===== src/status_pkg.sv =====
// Purpose: shared constants and types for the instrument status reporting block
// Assumes: one clock domain, all event sources are logic on that clock
// Notes: byte selector and command codes are shared with the command parser

package status_pkg;

	// ==========================================================
	// byte selectors and commands
	typedef enum logic [1:0] {
		SEL_SERIAL_POLL = 2'h0,
		SEL_STD_EVENT = 2'h1,
		SEL_CONDITION = 2'h2,
		SEL_FAULT = 2'h3
	} byte_sel_e;

	typedef enum logic [2:0] {
		OP_MASK_WRITE = 3'h0,
		OP_MASK_READ = 3'h1,
		OP_STATUS_READ = 3'h2,
		OP_CLEAR_STATUS = 3'h3
	} cmd_op_e;

	typedef struct packed {
		logic valid;
		cmd_op_e op;
		byte_sel_e sel;
		logic whole;
		logic [2:0] bit_idx;
		logic [7:0] value;
	} cmd_s;

	typedef struct packed {
		logic valid;
		logic [7:0] data;
	} rsp_s;

	typedef struct packed {
		logic in_queue_overflow;
		logic out_queue_overflow;
		logic exec_error;
		logic illegal_command;
		logic user_panel_request;
		logic reserve_or_input_overload;
		logic filter_overload;
		logic output_overload;
		logic reference_lock_lost;
		logic time_constant_changed;
		logic trigger_received;
		logic backup_failed;
		logic ram_test_failed;
		logic rom_test_failed;
		logic bus_transfer_aborted;
		logic dsp_test_failed;
		logic math_error;
	} event_s;

	// ==========================================================
	// serial-poll bit positions
	localparam int SP_ACQ_IDLE = 0;
	localparam int SP_CMD_IDLE = 1;
	localparam int SP_FAULT = 2;
	localparam int SP_CONDITION = 3;
	localparam int SP_OUT_AVAIL = 4;
	localparam int SP_STD_EVENT = 5;
	localparam int SP_SERVICE = 6;

	// standard event bit positions
	localparam int SE_IN_OVF = 0;
	localparam int SE_OUT_OVF = 2;
	localparam int SE_EXEC_ERR = 4;
	localparam int SE_ILLEGAL = 5;
	localparam int SE_PANEL = 6;
	localparam int SE_POWER_ON = 7;

	// condition bit positions
	localparam int CN_RSV_INPUT = 0;
	localparam int CN_FILTER = 1;
	localparam int CN_OUTPUT = 2;
	localparam int CN_UNLOCK = 3;
	localparam int CN_RANGE = 4;
	localparam int CN_TIME_CONST = 5;
	localparam int CN_TRIGGER = 6;

	// fault bit positions
	localparam int FL_BACKUP = 1;
	localparam int FL_RAM = 2;
	localparam int FL_ROM = 4;
	localparam int FL_BUS_ABORT = 5;
	localparam int FL_DSP = 6;
	localparam int FL_MATH = 7;

	// detection frequency range threshold, in Hz
	localparam int RANGE_THRESHOLD_HZ = 200;

	// ==========================================================
	// reset values
	localparam logic [7:0] STD_EVENT_RESET = 8'h80;
	localparam logic [7:0] EVENT_RESET = 8'h00;
	localparam logic [7:0] MASK_RESET = 8'h00;
	localparam logic [7:0] SERIAL_POLL_RESET = 8'h00;

endpackage : status_pkg


===== src/instrument_status_reporting.sv =====
// Purpose: status bytes, enable masks and service request of the instrument
// Assumes: commands arrive already parsed, one per cycle at most, on ref_clk
// Notes: event inputs are one-cycle pulses or levels; both latch the same way
`timescale 1ns/1ps

module instrument_status_reporting
	import status_pkg::*;
(
	input wire logic ref_clk,
	input wire logic arst_n,
	input wire cmd_s cmd,
	input wire event_s events,
	input wire logic acquisition_idle,
	input wire logic command_idle,
	input wire logic output_buffer_nonempty,
	input wire logic freq_above_threshold,
	output rsp_s rsp,
	output logic [7:0] serial_poll_summary,
	output logic [7:0] standard_event_flags,
	output logic [7:0] instrument_condition_flags,
	output logic [7:0] fault_flags,
	output logic service_request
);

	// ==========================================================
	// decoding helpers
	function automatic logic [7:0] bit_onehot(input logic [2:0] idx);
		logic [7:0] v;
		v = 8'h00;
		v[idx] = 1'b1;
		return v;
	endfunction : bit_onehot

	function automatic logic [7:0] pick(input logic [7:0] b, input logic whole,
		input logic [2:0] idx);
		logic [7:0] v;
		v = whole ? b : {7'h00, b[idx]};
		return v;
	endfunction : pick

	// one summary bit: any flag that its enable mask lets through
	function automatic logic any_enabled(input logic [7:0] flags, input logic [7:0] enables);
		logic hit;
		hit = |(flags & enables);
		return hit;
	endfunction : any_enabled

	// whole-byte write, or a single bit taken from value[0]
	function automatic logic [7:0] mask_next(input logic [7:0] cur, input logic whole,
		input logic [2:0] idx, input logic [7:0] val);
		logic [7:0] v;
		v = cur;
		if (whole)
			v = val;
		else
			v[idx] = val[0];
		return v;
	endfunction : mask_next

	// ==========================================================
	// event set vectors; index 0 standard, 1 condition, 2 fault
	logic [7:0] set_vec [3];
	logic [7:0] clr_vec [3];
	logic [7:0] evt_q [3];
	logic [7:0] evt_d [3];
	logic range_prev_q;
	logic range_prev_d;
	logic range_armed_q;
	logic range_armed_d;
	logic range_cross;

	assign range_cross = range_armed_q & (freq_above_threshold ^ range_prev_q);

	// ==========================================================
	// standard event set vector
	always_comb
	begin
		set_vec[0] = 8'h00;
		set_vec[0][SE_IN_OVF] = events.in_queue_overflow;
		set_vec[0][SE_OUT_OVF] = events.out_queue_overflow;
		set_vec[0][SE_EXEC_ERR] = events.exec_error;
		set_vec[0][SE_ILLEGAL] = events.illegal_command;
		set_vec[0][SE_PANEL] = events.user_panel_request;
	end

	// ==========================================================
	// condition set vector; the range bit comes from the crossing detector
	always_comb
	begin
		set_vec[1] = 8'h00;
		set_vec[1][CN_RSV_INPUT] = events.reserve_or_input_overload;
		set_vec[1][CN_FILTER] = events.filter_overload;
		set_vec[1][CN_OUTPUT] = events.output_overload;
		set_vec[1][CN_UNLOCK] = events.reference_lock_lost;
		set_vec[1][CN_RANGE] = range_cross;
		set_vec[1][CN_TIME_CONST] = events.time_constant_changed;
		set_vec[1][CN_TRIGGER] = events.trigger_received;
	end

	// ==========================================================
	// fault set vector; bits 0 and 3 have no source and read zero
	always_comb
	begin
		set_vec[2] = 8'h00;
		set_vec[2][FL_BACKUP] = events.backup_failed;
		set_vec[2][FL_RAM] = events.ram_test_failed;
		set_vec[2][FL_ROM] = events.rom_test_failed;
		set_vec[2][FL_DSP] = events.dsp_test_failed;
		set_vec[2][FL_BUS_ABORT] = events.bus_transfer_aborted;
		set_vec[2][FL_MATH] = events.math_error;
	end

	// ==========================================================
	// clear decode: clear-status and clear-on-read
	always_comb
	begin
		for (int i = 0; i < 3; i++)
		begin
			clr_vec[i] = 8'h00;
		end
		if (cmd.valid)
		begin
			unique case (cmd.op)
				OP_CLEAR_STATUS:
				begin
					for (int i = 0; i < 3; i++)
					begin
						clr_vec[i] = 8'hff;
					end
				end
				OP_STATUS_READ:
				begin
					if (cmd.sel != SEL_SERIAL_POLL)
					begin
						clr_vec[2'(cmd.sel) - 2'h1] = cmd.whole ? 8'hff : bit_onehot(cmd.bit_idx);
					end
				end
				OP_MASK_WRITE, OP_MASK_READ:
				begin
				end
				// op codes above clear status are ignored, never trusted
				default:
				begin
				end
			endcase
		end
	end

	// ==========================================================
	// latching event bytes; a set in the clearing cycle survives
	genvar g;
	generate
		for (g = 0; g < 3; g++)
		begin : g_evt
			always_comb
			begin
				evt_d[g] = (evt_q[g] & ~clr_vec[g]) | set_vec[g];
			end

			if (g == 0)
			begin : g_std
				// power-on sets bit 7 through the reset value
				always_ff @(posedge ref_clk or negedge arst_n)
				begin
					if (!arst_n)
					begin
						evt_q[g] <= STD_EVENT_RESET;
					end
					else
					begin
						evt_q[g] <= evt_d[g];
					end
				end
			end
			else
			begin : g_other
				always_ff @(posedge ref_clk or negedge arst_n)
				begin
					if (!arst_n)
					begin
						evt_q[g] <= EVENT_RESET;
					end
					else
					begin
						evt_q[g] <= evt_d[g];
					end
				end
			end
		end
	endgenerate

	// ==========================================================
	// range tracker; armed after the first sample so reset is no crossing
	always_comb
	begin
		range_prev_d = freq_above_threshold;
		range_armed_d = 1'b1;
	end

	always_ff @(posedge ref_clk or negedge arst_n)
	begin
		if (!arst_n)
		begin
			range_prev_q <= 1'b0;
			range_armed_q <= 1'b0;
		end
		else
		begin
			range_prev_q <= range_prev_d;
			range_armed_q <= range_armed_d;
		end
	end

	// ==========================================================
	// enable masks, indexed by byte selector
	logic [7:0] mask_q [4];
	logic [7:0] mask_d [4];

	always_comb
	begin
		for (int i = 0; i < 4; i++)
		begin
			mask_d[i] = mask_q[i];
		end
		if (cmd.valid && cmd.op == OP_MASK_WRITE)
		begin
			mask_d[cmd.sel] = mask_next(mask_q[cmd.sel], cmd.whole, cmd.bit_idx, cmd.value);
		end
	end

	always_ff @(posedge ref_clk or negedge arst_n)
	begin
		if (!arst_n)
		begin
			for (int i = 0; i < 4; i++)
			begin
				mask_q[i] <= MASK_RESET;
			end
		end
		else
		begin
			for (int i = 0; i < 4; i++)
			begin
				mask_q[i] <= mask_d[i];
			end
		end
	end

	// ==========================================================
	// serial-poll summary; follows its sources with one cycle of lag
	logic [7:0] spoll_q;
	logic [7:0] spoll_d;
	logic [7:0] spoll_base;

	always_comb
	begin
		spoll_base = 8'h00;
		spoll_base[SP_ACQ_IDLE] = acquisition_idle;
		spoll_base[SP_CMD_IDLE] = command_idle;
		spoll_base[SP_FAULT] = any_enabled(evt_q[2], mask_q[SEL_FAULT]);
		spoll_base[SP_CONDITION] = any_enabled(evt_q[1], mask_q[SEL_CONDITION]);
		spoll_base[SP_OUT_AVAIL] = output_buffer_nonempty;
		spoll_base[SP_STD_EVENT] = any_enabled(evt_q[0], mask_q[SEL_STD_EVENT]);
		spoll_d = spoll_base;
		spoll_d[SP_SERVICE] = |(spoll_base & mask_q[SEL_SERIAL_POLL] & ~bit_onehot(3'(SP_SERVICE)));
		spoll_d[7] = 1'b0;
	end

	always_ff @(posedge ref_clk or negedge arst_n)
	begin
		if (!arst_n)
		begin
			spoll_q <= SERIAL_POLL_RESET;
		end
		else
		begin
			spoll_q <= spoll_d;
		end
	end

	// ==========================================================
	// query answers, one cycle after the command is taken
	rsp_s rsp_q;
	rsp_s rsp_d;
	logic [7:0] status_sel;

	always_comb
	begin
		unique case (cmd.sel)
			SEL_SERIAL_POLL: status_sel = spoll_q;
			SEL_STD_EVENT: status_sel = evt_q[0];
			SEL_CONDITION: status_sel = evt_q[1];
			SEL_FAULT: status_sel = evt_q[2];
		endcase
	end

	// a read answers with the byte as it stood before its own clear
	always_comb
	begin
		rsp_d.valid = 1'b0;
		rsp_d.data = rsp_q.data;
		if (cmd.valid)
		begin
			unique case (cmd.op)
				OP_STATUS_READ:
				begin
					rsp_d.valid = 1'b1;
					rsp_d.data = pick(status_sel, cmd.whole, cmd.bit_idx);
				end
				OP_MASK_READ:
				begin
					rsp_d.valid = 1'b1;
					rsp_d.data = pick(mask_q[cmd.sel], cmd.whole, cmd.bit_idx);
				end
				OP_MASK_WRITE, OP_CLEAR_STATUS:
				begin
				end
				default:
				begin
				end
			endcase
		end
	end

	always_ff @(posedge ref_clk or negedge arst_n)
	begin
		if (!arst_n)
		begin
			rsp_q <= '0;
		end
		else
		begin
			rsp_q <= rsp_d;
		end
	end

	// ==========================================================
	// outputs straight from flip-flops
	assign rsp = rsp_q;
	assign serial_poll_summary = spoll_q;
	assign standard_event_flags = evt_q[0];
	assign instrument_condition_flags = evt_q[1];
	assign fault_flags = evt_q[2];
	assign service_request = spoll_q[SP_SERVICE];

endmodule : instrument_status_reporting


===== config.mk =====
export PLATFORM = sky130hd
export DESIGN_NAME = instrument_status_reporting
export DESIGN_NICKNAME = d
export VERILOG_FILES = /design/src/status_pkg.sv /design/src/instrument_status_reporting.sv
export SDC_FILE = /design/constraint.sdc
export NUM_CORES = 1
export LEC_CHECK = 0
export ABC_AREA = 1
export BUFFER_PORTS_ARGS = -buffer_cell sky130_fd_sc_hd__buf_2
export CORE_MARGIN = 5
export CORE_UTILIZATION = 55
export CTS_CLUSTER_SIZE = 14
export DETAILED_ROUTE_END_ITERATION = 8
export PLACE_DENSITY = 0.8
export RECOVER_POWER = 25
export SLEW_MARGIN = 10
export SYNTH_ARGS = -nofsm -noshare
export SYNTH_HDL_FRONTEND = slang
export SYNTH_SLANG_ARGS = --single-unit

===== constraint.sdc =====
create_clock -name ref_clk -period 1.55 [get_ports ref_clk]
set_input_delay 0.31 -clock ref_clk [delete_from_list [all_inputs] [get_ports ref_clk]]
set_output_delay 0.31 -clock ref_clk [all_outputs]
set_load 0.03 [all_outputs]

## Word-level counts from Yosys, hierarchy flattened

Cells that the tools add are included.

- Output and inout bits: 42
- Word-level logic and storage cells: 82
- Input port bits: 41
- Bits in registers: 74

- Bitwise logic cells: 18
- Equal/unequal tests: 6
- Muxes and demuxes: 26
- Magnitude comparators: 6
- Reductions and logical operators: 13
- Add/subtract/negate cells: 1

Operators with widths:

| cell | number |
|---|---|
| $mux 8 | 9 |
| $and 8x8->8 | 6 |
| $mux 24 | 2 |
| $pmux 24 s2 | 1 |
| $bwmux 32 | 1 |
| $demux 8 s2 | 2 |
| $pmux 8 s4 | 1 |
| $and 24x24->24 | 1 |
| $not 8->8 | 3 |
| $reduce_or 8->1 | 3 |
| $pmux 9 s2 | 1 |
| $bmux 8 s2 | 1 |
| $or 8x7->8 | 2 |
| $mux 9 | 1 |
| $and 6x8->8 | 1 |
| $bwmux 8 | 1 |
| $or 8x8->8 | 1 |
| $reduce_or 7->1 | 1 |
| $bmux 1 s3 | 2 |
| $eq 3x2->1 const B | 2 |
| $ge 3x3->1 const B | 2 |
| $lt 3x1->1 const B | 2 |
| $not 2->3 | 2 |
| $eq 2x2->1 const B | 2 |
| other kinds (14) | 20 |

## Longest topological paths before layout

- Word-level depth: 13
- Gate-level depth with buffers: 17
- Depth with buffers taken out: 15

## Worst setup path after synthesis

No wires, ideal clock.

- Kind: input to register
- Start: input port cmd[12] (netlist name)
- End: register rsp_q (netlist bit rsp[0])
- Buffers on the path: 1
- Setup time: 0.117 ns
- Data arrival time: 1.460 ns
- Required time: 1.433 ns
- Slack: -0.026 ns
- Stages on the path: 14
- Cells stage by stage: buf_4 -> nor2_4 -> inv_1 -> or2_2 -> nand3_1 -> nand2_1 -> nor2_1 -> nand2_1 -> nand2_1 -> nand2_1 -> nand2_1 -> nand2_1 -> nand2_1 -> nand2_1

- Cells in the longest elaborated chain, start to end: 8

Ends and longest elaborated chain:

| element | line | source |
|---|---|---|
| start, declared | instrument_status_reporting.sv:11 | `input wire cmd_s cmd,` |
| $not 2->3 (not written as such) | instrument_status_reporting.sv:313 | `rsp_d.data = pick(mask_q[cmd.sel], cmd.whole, cmd.bit_idx);` |
| $bmux 8 s2 | instrument_status_reporting.sv:313 |  |
| $mux 8 (not written as such) (2 in a row) | instrument_status_reporting.sv:313 |  |
| $bmux 1 s3 | instrument_status_reporting.sv:37 | `v = whole ? b : {7'h00, b[idx]};` |
| $mux 1 (not written as such) | instrument_status_reporting.sv:37 |  |
| $mux 8 | instrument_status_reporting.sv:37 |  |
| $pmux 9 s2 * | instrument_status_reporting.sv:304 | `unique case (cmd.op)` |
| end signal, assigned | instrument_status_reporting.sv:333 | `rsp_q <= rsp_d;` |
| end, declared | instrument_status_reporting.sv:283 | `rsp_s rsp_q;` |

Mark *: on every way between the ends. The rest lies on a longest branch, timed or not. The select of a mux whose other input is x is not followed.
A chain may end at the register's enable or synchronous reset.

## Worst setup path after layout

- Start: register evt_q (netlist bit standard_event_flags[7])
- End: output port standard_event_flags[7]

RTL lines:

| element | line | source |
|---|---|---|
| start, declared | instrument_status_reporting.sv:64 | `logic [7:0] evt_q [3];` |
| start signal, assigned by index | instrument_status_reporting.sv:171 | `evt_q[g] <= evt_d[g];` |
| end, declared | instrument_status_reporting.sv:19 | `output logic [7:0] standard_event_flags,` |

No word-level cell between the ends.

==> impl_metrics.json <==
{
  "synth.area.top_cells": "dfrtp_1 46%, nand2_1 18%, o21ai_0 6.9%",
  "crit_arrival_ps": 1200,
  "yosysTopAreaCell": "dfrtp_1",
  "cap_viol_max_count": 0,
  "grt_pass1_wl_microns": 22400,
  "startpoint_type": "flip-flop",
  "dieHeight_microns": 95.0,
  "num-fill-cells": 627,
  "antenna_found_initial": 0,
  "cp-end-kind": "output pin",
  "crit_fanout": 3,
  "slew_violations": 0,
  "vias_per_cell": 5.54,
  "gp_congestion": 0.989,
  "wl_microns": 14300,
  "yosys_warnings": 0,
  "switching_share": 0.343,
  "skew_ps": 10.1,
  "vias": 4313,
  "core_area_sq_um": 7140,
  "drtAntennaViolNets": 0,
  "dpl_cell_area_sq_um": 4980,
  "slew_headroom": 0.387,
  "design_area_sq_um": 5220,
  "clock_power_share": 0.283,
  "worst_pin_slew_ps": 919,
  "fin_crit_ps": 1510,
  "ys_ff_latch": 74,
  "path_clk_slew_ps": 80,
  "vdd_drop_max_uv": 776,
  "avgSynthCellArea_sq_um": 7.59,
  "antenna_cells": 0,
  "drtIter0Drc": 421,
  "comb_power_share": 0.279,
  "initial_core_util": 0.556,
  "syn_inst": 523,
  "cts_tree": "built",
  "pin_count": 83,
  "cpLargestDelayFamily": "flip-flops",
  "grt_pass1_vias": 4218,
  "rsz0062_at_grt": "yes",
  "die_x_microns": 95.0,
  "clock-sinks": 74,
  "crit_buf_inv": 2,
  "regArea_sq_um": 1850,
  "grtUsageMet2": 0.520,
  "pwr_density_cell_nw_per_um2": 1040,
  "gr-max-usage-layer": "met2",
  "fmax_mhz": 662,
  "switching_power_mw": 1.87,
  "hold_viol": 0,
  "grt_use_total": 0.338,
  "dpl.hpwl_microns": 11400,
  "dp_cells": 760,
  "gr-usage-met3": 0.0853,
  "die_area_sq_um": 9020,
  "h-tree-depth": 3,
  "hold_class": "in2reg",
  "portBuffers": 81,
  "pre_cts_ws_ps": -242,
  "fin_nets": 716,
  "multi_input_area_sq_um": 1860,
  "first_pass_iters": 6,
  "drcViolationCount": 0,
  "synth_nets": 564,
  "outcome": "finished clean",
  "fin_tns_setup_ps": 0,
  "areaGrowthSynthToFinish_pct": 31.5,
  "ys_seq_area_frac": 0.467,
  "cts_buffer_depth": 2,
  "internal_power_mw": 3.58,
  "clk_latency_ps": 360,
  "fin_ws_ps": 39.8,
  "grt.overflow.total": 0,
  "clock-root-buffer": "clkbuf_8",
  "path_class": "reg2out",
  "met1_usage": 0.442,
  "crit_path_top_delay_cell": "dfstp_2",
  "wl_per_cell_microns": 18.3,
  "cpPeakStageDelay_ps": 530,
  "total_leakage_power_nw": 2.75,
  "synth_cell_types": 35,
  "worstPathCellList": "buf_4, clkbuf_4",
  "setup_violations": 0,
  "synth_top_area_frac": 0.460,
  "required_ps": 1240,
  "rows": 31,
  "synthesis.area_sq_um": 3970,
  "grt_max_degree": 75,
  "drive_above_1_share": 0.295,
  "cts_buffers": 9,
  "p_seq_frac": 0.438,
  "fin_crit_sh": 0.974,
  "instances_no_fill": 778
}
final timing paths:
path	slack, ps	from	cells after the start	to
max	40	standard_event_flags[7]$_DFF_PN1_	2	standard_event_flags[7]
min	70	command_idle	1	serial_poll_summary[1]$_DFF_PN0_
max reg2reg	70	standard_event_flags[2]$_DFF_PN0_	12	rsp[0]$_DFFE_PN0P_
min reg2reg	480	rsp[7]$_DFFE_PN0P_	2	rsp[7]$_DFFE_PN0P_
max in group asynchronous	190	arst_n	3	fault_flags[5]$_DFF_PN0_
min in group asynchronous	680	arst_n	3	mask_q[25]$_DFFE_PN0P_
cell families (layout without fill, tap and decap cells):
group	count (synthesis)	in the layout	share of synthesized area
compound gates	126	126	0.191
buf+inv	69	225	0.0725
flops	74	74	0.467
other cells	2	2	0.00189
simple gates	252	252	0.268
sequential cells by signal, summed over array words and instances, names as in the netlist:
name                        count
serial_poll_summary             7
mask_q                         32
range_prev_q                    1
standard_event_flags            8
instrument_condition_flags      8
rsp                             9
range_armed_q                   1
fault_flags                     8
cell type report:
cell class                      count  share of cell area
Clock inverter                      4             0.00982
Multi-Input combinational cell    380               0.355
Timing Repair Buffer              159               0.190
Tap cell                           99              0.0237
Sequential cell                    74               0.355
Clock buffer                       11              0.0290
Inverter                           51              0.0366
metal layers:
layer / up-vias / share of wire
li1: 2022 / -
met3: 57 / 0.096
met4: 0 / 0.046
met2: 229 / 0.45
met5: - / 0
met1: 2005 / 0.41
layout by cell type (no fill, tap or decap), types with 2 or more instances in the layout:
| cell type | count |
|---|---|
| conb_1 | 2 |
| a21oi_1 | 30 |
| o21bai_1 | 14 |
| inv_1 | 45 |
| dfrtp_1 | 72 |
| nand3_1 | 25 |
| clkbuf_8 | 11 |
| nor3_1 | 8 |
| inv_2 | 6 |
| a22o_1 | 7 |
| a221oi_1 | 4 |
| nand2_1 | 185 |
| nor2_4 | 3 |
| o21ai_1 | 5 |
| nand3_2 | 3 |
| nor2_1 | 12 |
| o21a_1 | 3 |
| a32o_1 | 5 |
| nor3_2 | 2 |
| buf_4 | 77 |
| nand4_1 | 2 |
| buf_2 | 79 |
| nor2_2 | 2 |
| o21ai_0 | 52 |
| or2_2 | 5 |
| nand2_2 | 2 |
stage by stage:
| stage | power [mW] | utilization | hold WS (ps) |
|---|---|---|---|
| 4_1_cts | 5.41 | 0.728 | 60.6 |
| 5_1_grt | 5.75 | 0.732 | 53.6 |
| 6_report | 5.45 | 0.732 | 73.6 |
| 3_5_place_dp | 3.87 | 0.698 | 368 |
| 2_1_floorplan | 3.16 | - | 14.4 |
| 3_3_place_gp | 3.86 | 0.698 | 362 |
cell usage after synthesis (all sizes together):
| master | number |
|---|---|
| conb | 2 |
| a32o | 5 |
| clkbuf | 4 |
| nand4 | 2 |
| inv | 51 |
| o21a | 3 |
| nor2 | 17 |
| o21bai | 14 |
| nor3 | 11 |
| dfrtp | 73 |
| o21ai | 57 |
| o221ai | 1 |
| nand3 | 28 |
| a21oi | 31 |
| a221oi | 5 |
| buf | 14 |
| dfstp | 1 |
| a22oi | 1 |
| a22o | 7 |
| o22ai | 1 |
| nor4 | 1 |
| nand2 | 187 |
| o31ai | 1 |
| or2 | 6 |
power by group through the flow:
| stage | clock network (mW) | logic, mW | registers, mW |
|---|---|---|---|
| 6_report | 1.55 | 1.52 | 2.39 |
| 5_1_grt | 1.68 | 1.66 | 2.41 |
| 4_1_cts | 1.57 | 1.47 | 2.38 |
| 3_5_place_dp | 0 | 1.46 | 2.42 |
| 3_3_place_gp | 0 | 1.44 | 2.41 |
| 2_1_floorplan | 0 | 0.644 | 2.52 |
what timing repair did:
action	CTS	global route
endpoints found under the setup margin	0	12
setup buffers	0	3
endpoints found under the hold margin	73	0
hold buffers	1	0
resized for setup	0	11
Power figures use the tool's default switching activity.
